$ cat config.mk
export PLATFORM = sky130hd
export DESIGN_NAME = isdf_top
export DESIGN_NICKNAME = d
export VERILOG_FILES = /design/src/isdf_pkg.sv /design/src/isdf_top.sv /design/src/isdf_filter.sv /design/src/isdf_scl_timer.sv
export SDC_FILE = /design/constraint.sdc
export NUM_CORES = 1
export LEC_CHECK = 0
export BUFFER_PORTS_ARGS = -buffer_cell sky130_fd_sc_hd__buf_2
export CORE_MARGIN = 2
export CORE_UTILIZATION = 60
export CTS_BUF_LIST = sky130_fd_sc_hd__clkbuf_16
export CTS_CLUSTER_DIAMETER = 150
export DETAILED_ROUTE_END_ITERATION = 8
export PLACE_DENSITY = 0.79
export SYNTH_ARGS = -nofsm -noshare
export SYNTH_HDL_FRONTEND = slang
export SYNTH_SLANG_ARGS = --single-unit
$ cat constraint.sdc
create_clock -name CLK_I -period 5.41 [get_ports CLK_I]
set_clock_uncertainty 0.1 [all_clocks]
set_input_delay 0 -clock CLK_I [delete_from_list [all_inputs] [get_ports CLK_I]]
set_output_delay 0 -clock CLK_I [all_outputs]
set_load 0.005 [all_outputs]
$ cat src/isdf_pkg.sv
package isdf_pkg;
  // Register offsets on the plain register port
  localparam logic [2:0] OFS_STATUS = 3'h0;  // Bus status flags
  localparam logic [2:0] OFS_OWN    = 3'h1;  // Own slave address
  localparam logic [2:0] OFS_TX     = 3'h2;  // Transmit holding
  localparam logic [2:0] OFS_RX     = 3'h3;  // Receive holding
  localparam logic [2:0] OFS_CFG    = 3'h4;  // Filter and duty config
  localparam logic [2:0] OFS_CTRL   = 3'h5;  // Mode and condition control
  localparam logic [2:0] OFS_ACKC   = 3'h6;  // Acknowledge control
  // Status flag positions
  localparam int B_TXE  = 7;
  localparam int B_TRANSMIT_END_FLAG = 6;
  localparam int B_RXF  = 5;
  localparam int B_NACK = 4;
  localparam int B_STOP = 3;
  localparam int B_AL   = 2;
  localparam int B_ADR  = 1;
  localparam int B_GC   = 0;
  // Config, control and acknowledge field positions
  localparam int CFG_DUTY  = 1;
  localparam int CFG_NF2   = 0;
  localparam int CTL_MST   = 6;
  localparam int CTL_DIR   = 5;
  localparam int CTL_BUSY  = 3;
  localparam int CTL_START = 1;
  localparam int CTL_STOP  = 0;
  localparam int ACK_IRQEN = 4;
  localparam int ACK_CHK   = 2;
  localparam int ACK_ACKBR = 1;
  localparam int ACK_ACKBT = 0;
  // Reset values and fixed codes
  localparam logic [7:0] RST_BYTE = 8'h00;
  localparam logic [6:0] GC_ADDR  = 7'h00;
  localparam logic [3:0] ACK_BIT  = 4'h8;
  // Timing
  localparam int unsigned CLK_PERIOD_NS  = 50;
  localparam int unsigned SCL_PERIOD_NS  = 10000;
  localparam int unsigned SCL_PERIOD_CYC = SCL_PERIOD_NS / CLK_PERIOD_NS;
  // Status flags, bit 7 first
  typedef struct packed {
    logic transmit_empty_flag;
    logic transmit_end_flag;
    logic receive_full_flag;
    logic no_ack_flag;
    logic stop_detected_flag;
    logic arbitration_lost_overrun_flag;
    logic address_recognized_flag;
    logic general_call_flag;
  } isdf_flags_type;
  // Conditions seen on the filtered bus lines
  typedef struct packed {
    logic start;
    logic stop;
    logic rise;
    logic fall;
  } isdf_events_type;
endpackage

$ cat src/isdf_top.sv
`timescale 1ns/100ps
// Function
// - Tx write or read-then-zero clears empty
// - Empty sets on load, direction, start
// - End sets at ninth rise while empty
// - Full sets on receive copy, read clears
// - No-ack sets when checked ack high
// - Stop flag for master or addressed slave
// - Arbitration lost on SDA mismatch
// - Address flag on own or general call
// - General call flag in slave receive
// - Own address in bits seven to one
// - Holding byte feeds shifter, back to back
// - Received byte copied, receive reg read-only
// - Clock duty even or forty-sixty
// - Glitch filter one or two cycles
// - Filter register upper bits read zero
// - First frame is address plus direction
// - Start: SDA falls while SCL high
// - Stop: SDA rises while SCL high
// - Direction one means slave to master
// - Receiver pulls SDA low for ack
// - Master transmit drives clock and data
// - Mismatch shows another master owns bus
// - Checked no-ack halts continuous transfer
// - No-ack request from flags and enable
module isdf_top
  import isdf_pkg::*;
#(
  parameter int unsigned SCL_CYC = SCL_PERIOD_CYC
) (
  input  wire logic       CLK_I,
  input  wire logic       RST_N_I,
  input  wire logic [2:0] ADDR_I,
  input  wire logic [7:0] WDATA_I,
  input  wire logic       WR_I,
  input  wire logic       RD_I,
  output logic      [7:0] RDATA_O,
  input  wire logic       SCL_I,
  output logic            SCL_O,
  output logic            SCL_OE_N_O,
  input  wire logic       SDA_I,
  output logic            SDA_O,
  output logic            SDA_OE_N_O,
  output logic            NAK_IRQ_O
);
  typedef enum logic [2:0] {
    ST_IDLE, ST_RS, ST_SB, ST_SC, ST_XFER, ST_PA, ST_PB
  } isdf_state_type;

  isdf_state_type  st_r, st_nxt;       // Master sequencer
  isdf_flags_type  fl_r, fl_nxt;       // Status flags
  isdf_events_type ev;                 // Bus conditions
  logic [7:0] fl_set, fl_clr;          // Flag set and clear terms
  logic [7:0] seen_r, seen_nxt;        // Flags read as one
  logic [6:0] own_r, own_nxt;          // Own address bits
  logic [7:0] tx_r, tx_nxt;            // Transmit holding
  logic [7:0] rx_r, rx_nxt;            // Receive holding
  logic [7:0] sh_r, sh_nxt;            // Serial shifter
  logic [7:0] rdata_r, rdata_nxt;      // Read data
  logic       duty_r, duty_nxt;        // Clock duty select
  logic       nf2_r, nf2_nxt;          // Filter range select
  logic       mst_r, mst_nxt;          // Master mode
  logic       txdir_r, txdir_nxt;      // Transmit direction
  logic       sreq_r, sreq_nxt;        // Start request
  logic       preq_r, preq_nxt;        // Stop request
  logic       irqen_r, irqen_nxt;      // No-ack request enable
  logic       ackchk_r, ackchk_nxt;    // Ack check enable
  logic       ackbr_r, ackbr_nxt;      // Received ack bit
  logic       ackbt_r, ackbt_nxt;      // Ack bit to send
  logic       busy_r, busy_nxt;        // Bus busy
  logic [3:0] bitc_r, bitc_nxt;        // Bit in frame, 8 is ack
  logic       ld_r, ld_nxt;            // Frame under way
  logic       first_r, first_nxt;      // Address frame
  logic       adr_r, adr_nxt;          // Addressed as slave
  logic       sdal_r, sdal_nxt;        // Pull SDA low
  logic       scll_r, scll_nxt;        // Pull SCL low
  logic       pscl_r, psda_r;          // Previous filtered levels
  logic       scl_f, sda_f;            // Filtered levels
  logic       tlow, ttick, tclr;       // Clock timer
  logic       mx, lp, hold, halt;      // Engine terms
  logic       rxing;                   // This byte is received
  logic [7:0] byte_in;                 // Byte completed at this rise

  // Line filters
  isdf_filter u_scl_filt (
    .clk_i   (CLK_I),
    .rst_n_i (RST_N_I),
    .pin_i   (SCL_I),
    .nf2_i   (nf2_r),
    .level_o (scl_f)
  );
  isdf_filter u_sda_filt (
    .clk_i   (CLK_I),
    .rst_n_i (RST_N_I),
    .pin_i   (SDA_I),
    .nf2_i   (nf2_r),
    .level_o (sda_f)
  );

  // Master clock phases
  isdf_scl_timer #(.PERIOD(SCL_CYC)) u_timer (
    .clk_i   (CLK_I),
    .rst_n_i (RST_N_I),
    .clr_i   (tclr),
    .pause_i (hold),
    .duty_i  (duty_r),
    .scl_i   (scl_f),
    .low_o   (tlow),
    .tick_o  (ttick)
  );

  // Start, stop and clock edges on the filtered lines
  always_comb begin
    ev.start = scl_f & pscl_r & psda_r & ~sda_f;
    ev.stop  = scl_f & pscl_r & ~psda_r & sda_f;
    ev.rise  = scl_f & ~pscl_r;
    ev.fall  = ~scl_f & pscl_r;
  end

  // Next values of all control state
  always_comb begin
    st_nxt = st_r;
    fl_set = '0;
    fl_clr = '0;
    seen_nxt = seen_r;
    own_nxt = own_r;
    tx_nxt = tx_r;
    rx_nxt = rx_r;
    sh_nxt = sh_r;
    rdata_nxt = RST_BYTE;
    duty_nxt = duty_r;
    nf2_nxt = nf2_r;
    mst_nxt = mst_r;
    txdir_nxt = txdir_r;
    sreq_nxt = sreq_r;
    preq_nxt = preq_r;
    irqen_nxt = irqen_r;
    ackchk_nxt = ackchk_r;
    ackbr_nxt = ackbr_r;
    ackbt_nxt = ackbt_r;
    busy_nxt = busy_r;
    bitc_nxt = bitc_r;
    ld_nxt = ld_r;
    first_nxt = first_r;
    adr_nxt = adr_r;
    tclr = 1'b0;
    byte_in = {sh_r[6:0], sda_f};
    mx = mst_r & (st_r == ST_XFER);
    halt = ackchk_r & fl_r.no_ack_flag;
    rxing = ~txdir_r | (first_r & ~mst_r);
    // Bit boundary where the next byte is fetched or stalled
    lp = busy_r & (bitc_r == 4'h0) & ~ld_r & ~scl_f & (mx | adr_r);
    hold = 1'b0;

    // Register writes
    if (WR_I) begin
      case (ADDR_I)
        OFS_STATUS: begin
          fl_clr = ~WDATA_I & seen_r;
          seen_nxt = '0;
        end
        OFS_OWN: own_nxt = WDATA_I[7:1];
        OFS_TX: begin
          tx_nxt = WDATA_I;
          fl_clr[B_TXE] = 1'b1;
          fl_clr[B_TRANSMIT_END_FLAG] = 1'b1;
        end
        OFS_CFG: begin
          duty_nxt = WDATA_I[CFG_DUTY];
          nf2_nxt = WDATA_I[CFG_NF2];
        end
        OFS_CTRL: begin
          mst_nxt = WDATA_I[CTL_MST];
          txdir_nxt = WDATA_I[CTL_DIR];
          if (WDATA_I[CTL_DIR] && !txdir_r) begin
            fl_set[B_TXE] = 1'b1;
          end
          sreq_nxt = sreq_r | WDATA_I[CTL_START];
          preq_nxt = preq_r | WDATA_I[CTL_STOP];
        end
        OFS_ACKC: begin
          irqen_nxt = WDATA_I[ACK_IRQEN];
          ackchk_nxt = WDATA_I[ACK_CHK];
          ackbt_nxt = WDATA_I[ACK_ACKBT];
        end
        default: ;  // Receive holding and unmapped: no effect
      endcase
    end

    // Register reads; data stand one cycle later
    if (RD_I) begin
      case (ADDR_I)
        OFS_STATUS: begin
          rdata_nxt = fl_r;
          seen_nxt = fl_r;
        end
        OFS_OWN: rdata_nxt = {own_r, 1'b0};
        OFS_TX: rdata_nxt = tx_r;
        OFS_RX: begin
          rdata_nxt = rx_r;
          fl_clr[B_RXF] = 1'b1;
        end
        OFS_CFG: rdata_nxt = {6'h00, duty_r, nf2_r};
        OFS_CTRL: rdata_nxt = {1'b0, mst_r, txdir_r, 1'b0, busy_r, 1'b0,
                               sreq_r, preq_r};
        OFS_ACKC: rdata_nxt = {3'h0, irqen_r, 1'b0, ackchk_r, ackbr_r,
                               ackbt_r};
        default: rdata_nxt = RST_BYTE;
      endcase
    end

    // Fetch point: stop, repeated start, load or stall
    if (lp) begin
      if (mx && preq_r) begin
        st_nxt = ST_PA;
        preq_nxt = 1'b0;
        tclr = 1'b1;
      end else if (mx && sreq_r) begin
        st_nxt = ST_RS;
        tclr = 1'b1;
      end else if (halt) begin
        hold = 1'b1;
      end else if (txdir_r) begin
        if (!fl_r.transmit_empty_flag) begin
          sh_nxt = tx_r;
          fl_set[B_TXE] = 1'b1;
          ld_nxt = 1'b1;
        end else begin
          hold = 1'b1;
        end
      end else if (!fl_r.receive_full_flag) begin
        ld_nxt = 1'b1;
      end else begin
        hold = 1'b1;
      end
    end

    // Clock rise: sample data, address match, acknowledge
    if (ev.rise && busy_r && ld_r) begin
      if (bitc_r != ACK_BIT) begin
        sh_nxt = byte_in;
        if (mx && txdir_r && !sdal_r && !sda_f) begin
          fl_set[B_AL] = 1'b1;
          mst_nxt = 1'b0;
          st_nxt = ST_IDLE;
        end
        if (bitc_r == 4'h7 && first_r && !mst_r) begin
          if (byte_in[7:1] == own_r ||
              (byte_in[7:1] == GC_ADDR && !byte_in[0])) begin
            adr_nxt = 1'b1;
            fl_set[B_ADR] = 1'b1;
            fl_set[B_GC] = (byte_in[7:1] == GC_ADDR);
            if (byte_in[0]) begin
              txdir_nxt = 1'b1;
              fl_set[B_TXE] = 1'b1;
            end
          end
        end
      end else if (!rxing) begin
        ackbr_nxt = sda_f;
        fl_set[B_NACK] = sda_f & ackchk_r;
        fl_set[B_TRANSMIT_END_FLAG] = fl_r.transmit_empty_flag;
      end else if (mst_r || adr_r) begin
        rx_nxt = sh_r;
        fl_set[B_RXF] = 1'b1;
      end
    end

    // Clock fall: step to the next bit
    if (ev.fall && busy_r && ld_r) begin
      if (bitc_r == ACK_BIT) begin
        bitc_nxt = 4'h0;
        ld_nxt = 1'b0;
        first_nxt = 1'b0;
      end else begin
        bitc_nxt = bitc_r + 4'h1;
      end
    end

    // Master start and stop sequencing
    case (st_r)
      ST_IDLE: begin
        if (mst_r && sreq_r && !busy_r) begin
          st_nxt = ST_SB;
          tclr = 1'b1;
        end
      end
      ST_RS: if (ttick) st_nxt = ST_SB;
      ST_SB: if (ttick) st_nxt = ST_SC;
      ST_SC: begin
        if (ttick) begin
          st_nxt = ST_XFER;
          tclr = 1'b1;
          sreq_nxt = 1'b0;
          fl_set[B_TXE] = txdir_r;
        end
      end
      ST_XFER: if (!mst_r) st_nxt = ST_IDLE;
      ST_PA: if (ttick) st_nxt = ST_PB;
      ST_PB: if (ttick) st_nxt = ST_IDLE;
      default: st_nxt = ST_IDLE;
    endcase

    // Bus conditions
    if (ev.start) begin
      busy_nxt = 1'b1;
      bitc_nxt = 4'h0;
      first_nxt = 1'b1;
      adr_nxt = 1'b0;
      ld_nxt = ~mst_r;  // Slave takes the address frame as received
      if (mst_r && st_r != ST_IDLE && !sdal_r) begin
        fl_set[B_AL] = 1'b1;
        mst_nxt = 1'b0;
        st_nxt = ST_IDLE;
      end
    end
    if (ev.stop) begin
      fl_set[B_STOP] = mst_r | adr_r;
      busy_nxt = 1'b0;
      adr_nxt = 1'b0;
      ld_nxt = 1'b0;
      bitc_nxt = 4'h0;
    end

    // Flag update; a set in the same cycle wins over a clear
    fl_nxt = isdf_flags_type'((fl_r & ~fl_clr) | fl_set);

    // Pin drive; outside start and stop sequencing, data changes only while the clock is low
    case (st_r)
      ST_RS: begin
        sdal_nxt = 1'b0;
        scll_nxt = 1'b1;
      end
      ST_SB: begin
        sdal_nxt = 1'b0;
        scll_nxt = 1'b0;
      end
      ST_SC: begin
        sdal_nxt = 1'b1;
        scll_nxt = 1'b0;
      end
      ST_PA: begin
        sdal_nxt = 1'b1;
        scll_nxt = 1'b1;
      end
      ST_PB: begin
        sdal_nxt = ~ttick;
        scll_nxt = 1'b0;
      end
      default: begin
        sdal_nxt = sdal_r;
        if (!scl_f) begin
          if (!ld_r || !(mx || adr_r)) begin
            sdal_nxt = 1'b0;
          end else if (bitc_r == ACK_BIT) begin
            sdal_nxt = rxing & ~ackbt_r;
          end else begin
            sdal_nxt = txdir_r & (~first_r | mst_r) ? ~sh_r[7] : 1'b0;
          end
        end
        scll_nxt = (mx & tlow) | (adr_r & hold);
      end
    endcase
  end

  // Registers
  always_ff @(posedge CLK_I or negedge RST_N_I) begin
    if (!RST_N_I) begin
      st_r <= ST_IDLE;
      fl_r <= '0;
      seen_r <= '0;
      own_r <= '0;
      tx_r <= RST_BYTE;
      rx_r <= RST_BYTE;
      sh_r <= RST_BYTE;
      rdata_r <= RST_BYTE;
      duty_r <= 1'b0;
      nf2_r <= 1'b0;
      mst_r <= 1'b0;
      txdir_r <= 1'b0;
      sreq_r <= 1'b0;
      preq_r <= 1'b0;
      irqen_r <= 1'b0;
      ackchk_r <= 1'b0;
      ackbr_r <= 1'b0;
      ackbt_r <= 1'b0;
      busy_r <= 1'b0;
      bitc_r <= 4'h0;
      ld_r <= 1'b0;
      first_r <= 1'b0;
      adr_r <= 1'b0;
      sdal_r <= 1'b0;
      scll_r <= 1'b0;
      pscl_r <= 1'b1;
      psda_r <= 1'b1;
    end else begin
      st_r <= st_nxt;
      fl_r <= fl_nxt;
      seen_r <= seen_nxt;
      own_r <= own_nxt;
      tx_r <= tx_nxt;
      rx_r <= rx_nxt;
      sh_r <= sh_nxt;
      rdata_r <= rdata_nxt;
      duty_r <= duty_nxt;
      nf2_r <= nf2_nxt;
      mst_r <= mst_nxt;
      txdir_r <= txdir_nxt;
      sreq_r <= sreq_nxt;
      preq_r <= preq_nxt;
      irqen_r <= irqen_nxt;
      ackchk_r <= ackchk_nxt;
      ackbr_r <= ackbr_nxt;
      ackbt_r <= ackbt_nxt;
      busy_r <= busy_nxt;
      bitc_r <= bitc_nxt;
      ld_r <= ld_nxt;
      first_r <= first_nxt;
      adr_r <= adr_nxt;
      sdal_r <= sdal_nxt;
      scll_r <= scll_nxt;
      pscl_r <= scl_f;
      psda_r <= sda_f;
    end
  end

  // Outputs; open-drain pins only ever pull low
  assign RDATA_O = rdata_r;
  assign SCL_O = 1'b0;
  assign SDA_O = 1'b0;
  assign SCL_OE_N_O = ~scll_r;
  assign SDA_OE_N_O = ~sdal_r;
  assign NAK_IRQ_O = irqen_r & (fl_r.no_ack_flag |
                                fl_r.arbitration_lost_overrun_flag);
endmodule // isdf_top

$ cat src/isdf_filter.sv
`timescale 1ns/100ps
module isdf_filter
  import isdf_pkg::*;
(
  input  wire logic clk_i,
  input  wire logic rst_n_i,
  input  wire logic pin_i,   // Raw bus line
  input  wire logic nf2_i,   // Wide filter range
  output logic      level_o  // Filtered level
);
  logic       meta_r, meta_nxt;  // First synchroniser stage
  logic       sync_r, sync_nxt;  // Second synchroniser stage
  logic [1:0] lat_r, lat_nxt;    // Cascaded sample latches
  logic       lvl_r, lvl_nxt;    // Held filtered value

  // Next values: pass a level only when the samples agree
  always_comb begin
    meta_nxt = pin_i;
    sync_nxt = meta_r;
    lat_nxt  = {lat_r[0], sync_r};
    lvl_nxt  = lvl_r;
    if (nf2_i) begin
      if ((sync_r == lat_r[0]) && (lat_r[0] == lat_r[1])) begin
        lvl_nxt = sync_r;
      end
    end else if (sync_r == lat_r[0]) begin
      lvl_nxt = sync_r;
    end
  end

  // Registers; idle bus is high
  always_ff @(posedge clk_i or negedge rst_n_i) begin
    if (!rst_n_i) begin
      meta_r <= 1'b1;
      sync_r <= 1'b1;
      lat_r  <= 2'b11;
      lvl_r  <= 1'b1;
    end else begin
      meta_r <= meta_nxt;
      sync_r <= sync_nxt;
      lat_r  <= lat_nxt;
      lvl_r  <= lvl_nxt;
    end
  end

  assign level_o = lvl_r;
endmodule // isdf_filter

$ cat src/isdf_scl_timer.sv
`timescale 1ns/100ps
module isdf_scl_timer
  import isdf_pkg::*;
#(
  parameter int unsigned PERIOD = SCL_PERIOD_CYC
) (
  input  wire logic clk_i,
  input  wire logic rst_n_i,
  input  wire logic clr_i,    // Restart at the low phase
  input  wire logic pause_i,  // Hold the count
  input  wire logic duty_i,   // Short high phase
  input  wire logic scl_i,    // Filtered clock line
  output logic      low_o,    // Low phase of the clock
  output logic      tick_o    // Last cycle of a phase
);
  localparam int unsigned CW = $clog2(PERIOD + 1);
  localparam logic [CW-1:0] FULL    = CW'(PERIOD);
  localparam logic [CW-1:0] HI_EVEN = CW'(PERIOD / 2);
  localparam logic [CW-1:0] HI_LONG = CW'((PERIOD * 2) / 5);
  logic [CW-1:0] cnt_r, cnt_nxt;   // Cycles in this phase
  logic          high_r, high_nxt; // High phase
  logic [CW-1:0] len;              // Length of this phase
  logic          stall;            // Count frozen

  // Phase lengths follow the duty select; high waits on the line
  always_comb begin
    if (high_r) begin
      len = duty_i ? HI_LONG : HI_EVEN;
    end else begin
      len = duty_i ? FULL - HI_LONG : FULL - HI_EVEN;
    end
    stall    = pause_i | (high_r & ~scl_i);
    tick_o   = ~stall & (cnt_r == len - CW'(1));
    cnt_nxt  = cnt_r;
    high_nxt = high_r;
    if (clr_i) begin
      cnt_nxt  = '0;
      high_nxt = 1'b0;
    end else if (tick_o) begin
      cnt_nxt  = '0;
      high_nxt = ~high_r;
    end else if (!stall) begin
      cnt_nxt = cnt_r + CW'(1);
    end
  end

  // Registers
  always_ff @(posedge clk_i or negedge rst_n_i) begin
    if (!rst_n_i) begin
      cnt_r  <= '0;
      high_r <= 1'b0;
    end else begin
      cnt_r  <= cnt_nxt;
      high_r <= high_nxt;
    end
  end

  assign low_o = ~high_r;
endmodule // isdf_scl_timer

==> results.md <==
* Outcome: finished clean
* Final hold violations at 0
* Post-route cell area at 5660 um2
* CP startpoint kind: flip-flop
* Setup TNS at 0 ns
* Remaining antenna violation count after routing at 0
* Initial DRC Count at 335
* Peak VDD IR at 229 uV
* CTS tree: built
* Fillers at 563
* Commonest cells in the netlist: 87 x dfrtp_1, 42 x nand2_1, 36 x nor2_1
* Top FF cell, synth: dfrtp_1
* Slew HR at 0.399
* Fin crit period at 2.48 ns
* Pint at 0.00168 W
* Post-CTS Setup Inserts at 0
* Die Y at 95.0 um
* First-pass GRT wire length at 18700 um
* Placed cell area at 5170 um2
* Placer congestion estimate at 0.929
* Number of synthesized flops with an enable pin at 0
* Post-Syn Area at 4970 um2
* Synth top area share at 0.438
* Vias at 3837
* Worst endpoint required time at 5.53 ns
* Clock root buffer: clkbuf_16
* Routed len/inst at 19.1 um
* Worst-Skew Late Latency at 0.34 ns
* Switching fraction of total power at 0.317
* Vias/cell at 6.30
* Placement Setup Slack at 3.00 ns
* Nets at 519
* Slew @ Worst Pin at 0.900 ns
* Post-synth cell types at 60
* Share of cells above drive strength 1 at 0.206
* Sequential power share at 0.460
* Pwr dens at 434 nW/um2
* Tcrit/Tclk final at 0.458
* Max Cap Violations at 0
* RSZ-0062 raised after global routing: false
* Core Area at 8130 um2
* Yosys warnings at 0
* CP Class: flip-flop to flip-flop
* Psw at 0.000779 W
* Final WS setup at 2.93 ns
* Min-Delay Path Class: input port to flip-flop
* Buffers on Ports at 27
* Clk network pwr share at 0.316
* Max FO, Critical Path at 12
* CTS Buffer Depth at 2
* Number of core rows at 33
* Met3 WL at 795 um
* Clock buffer count from CTS at 9
* Yosys top cell by area: dfrtp_1
* Post-Syn Instances at 466
* DR top layer: met4
* Avg Synthesized Cell Area at 10.7 um2
* GRT overflow at 0
* Die X-Extent at 95.0 um
* CTS HTree Levels at 3
* Post-route DRC at 0
* TritonRoute pass-1 iters at 5
* Inserted Diodes at 0
* Final WL at 11600 um
* Crit. End Element: flip-flop
* FF+latch count, synth at 99
* Synth area leaders: dfrtp_1 44%, mux2_2 6.6%, dfstp_2 6.3%, mux2i_1 3.4%, mux4_2 3.2%
* CTS sink cnt at 99
* Area growth from synthesis to layout at 13.8%
* Initial core utilization at 0.611
* DP HPWL at 7920 um
* Combinational share of power at 0.224
* Slew Limit Fails at 0
* Initial antenna violation count at 0
* Met2 wire len at 5490 um
* Largest net degree at the start of global routing at 71
* Number of global-route vias before repair at 3601
* Die ar. at 9030 um2
* Async SR Flop Fraction at 1.00
* CP Data Arrival Time at 2.60 ns
* Reg clk slew, reported paths at 0.07 ns
* Leak at 2.49 nW
* Met1 wire length at 5130 um
* GRT Util Overall at 0.276
* Sequential element share of the synthesized area at 0.501
* # setup viols final at 0
* Most frequent cell after synthesis: dfrtp_1
* F_max at 0.404 GHz
* Boundary pin count at 30
repair_timing:
action,4_1_cts,5_1_grt
hold endpoints to repair,70,0
hold buffers,12,0
gates resized for setup,0,0
flip-flops by register name, indices dropped and copies added, names as in the netlist, 2 cells and up:
signal,count
sh_r,8
bitc_r,4
u_scl_filt.lat_r,2
u_sda_filt.lat_r,2
rx_r,8
RDATA_O,8
seen_r,8
tx_r,8
fl_r,8
own_r,7
u_timer.cnt_r,8
st_r,3
metal layers:
layer | track usage | vias up
met5 | 0 | -
met4 | 0.0882 | 0
met3 | 0.0577 | 19
met2 | 0.407 | 144
met1 | 0.412 | 1937
li1 | - | 1737
worst paths after layout:
path,startpoint,end,slack [ns],cells after the start
setup / recovery,mst_r$_DFF_PN0_,fl_r[7]$_DFF_PN0_,2.93,7
hold / removal,ADDR_I[2],RDATA_O[4]$_DFF_PN0_,0.03,3
max in group asynchronous,RST_N_I,txdir_r$_DFF_PN0_,3.96,3
setup reg to reg,mst_r$_DFF_PN0_,fl_r[7]$_DFF_PN0_,2.93,7
min in group asynchronous,RST_N_I,RDATA_O[5]$_DFF_PN0_,0.04,2
hold reg to reg,u_scl_filt.meta_r$_DFF_PN1_,u_scl_filt.sync_r$_DFF_PN1_,0.26,0
layout by cell type, fill, tap and decap left out, types with 5 or more instances in the layout:
| cell | instances |
|---|---|
| clkbuf_16 | 9 |
| a21boi_0 | 6 |
| nand2b_1 | 13 |
| nor2b_1 | 9 |
| nor3_1 | 8 |
| xnor2_1 | 7 |
| nand3_1 | 21 |
| buf_4 | 5 |
| and3_1 | 6 |
| dfstp_2 | 12 |
| dfrtp_1 | 87 |
| dlygate4sd3_1 | 12 |
| inv_1 | 14 |
| nand2_1 | 42 |
| nand3b_1 | 8 |
| a21oi_1 | 22 |
| xor2_1 | 7 |
| mux4_2 | 7 |
| mux2_2 | 29 |
| buf_2 | 26 |
| o21ai_0 | 21 |
| mux2i_1 | 17 |
| nor2_1 | 36 |
| a22o_1 | 7 |
power by group through the flow:
stage | logic, W | clock network [W] | registers, W
6_report | 0.000550 | 0.000777 | 0.00113
3_5_place_dp | 0.000534 | 0 | 0.00113
5_1_grt | 0.000614 | 0.000820 | 0.00115
3_3_place_gp | 0.000510 | 0 | 0.00112
4_1_cts | 0.000550 | 0.000783 | 0.00112
2_1_floorplan | 0.000445 | 0 | 0.00104
through the flow:
stage	hold WS [ns]	utilization	cells	power, W
2_1_floorplan	-0.396	-	467	0.00149
3_3_place_gp	-0.164	0.636	581	0.00163
3_5_place_dp	-0.154	0.636	581	0.00166
4_1_cts	0.0176	0.696	609	0.00245
5_1_grt	0.0498	0.696	609	0.00259
6_report	0.0342	0.696	609	0.00246
logic make-up (layout without fill, tap and decap cells):
kind of cell,count (synthesis),after routing,share of synthesized area
AND/OR/NAND/NOR,165,165,0.171
adder cells (fa/ha/maj),3,3,0.00755
AO/OA/AOI/OAI,96,96,0.133
flip-flops,99,99,0.501
other,1,2,0.000754
multiplexers,53,53,0.132
buffers and inverters,35,72,0.0302
XOR/XNOR,14,14,0.0247
critical path, stage by stage (launching register included):
cell and delay, ns:
dfrtp_1 0.56, and4bb_2 0.38, mux2i_1 0.41, nor3_1 0.10, buf_4 0.21, a311oi_1 0.22
a21oi_1 0.07, a311o_1 0.32
area by class of cell:
type | instances | area [um2] | area share
flip-flops and latches | 99 | 2490 | 0.440
inverters | 13 | 48.8 | 0.00862
clock inverters | 7 | 140 | 0.0248
clock buffers | 9 | 225 | 0.0398
multi-input cells | 333 | 2330 | 0.412
repair buffers | 43 | 288 | 0.0509
well taps | 105 | 131 | 0.0232
(Power assumes the default switching activity.)
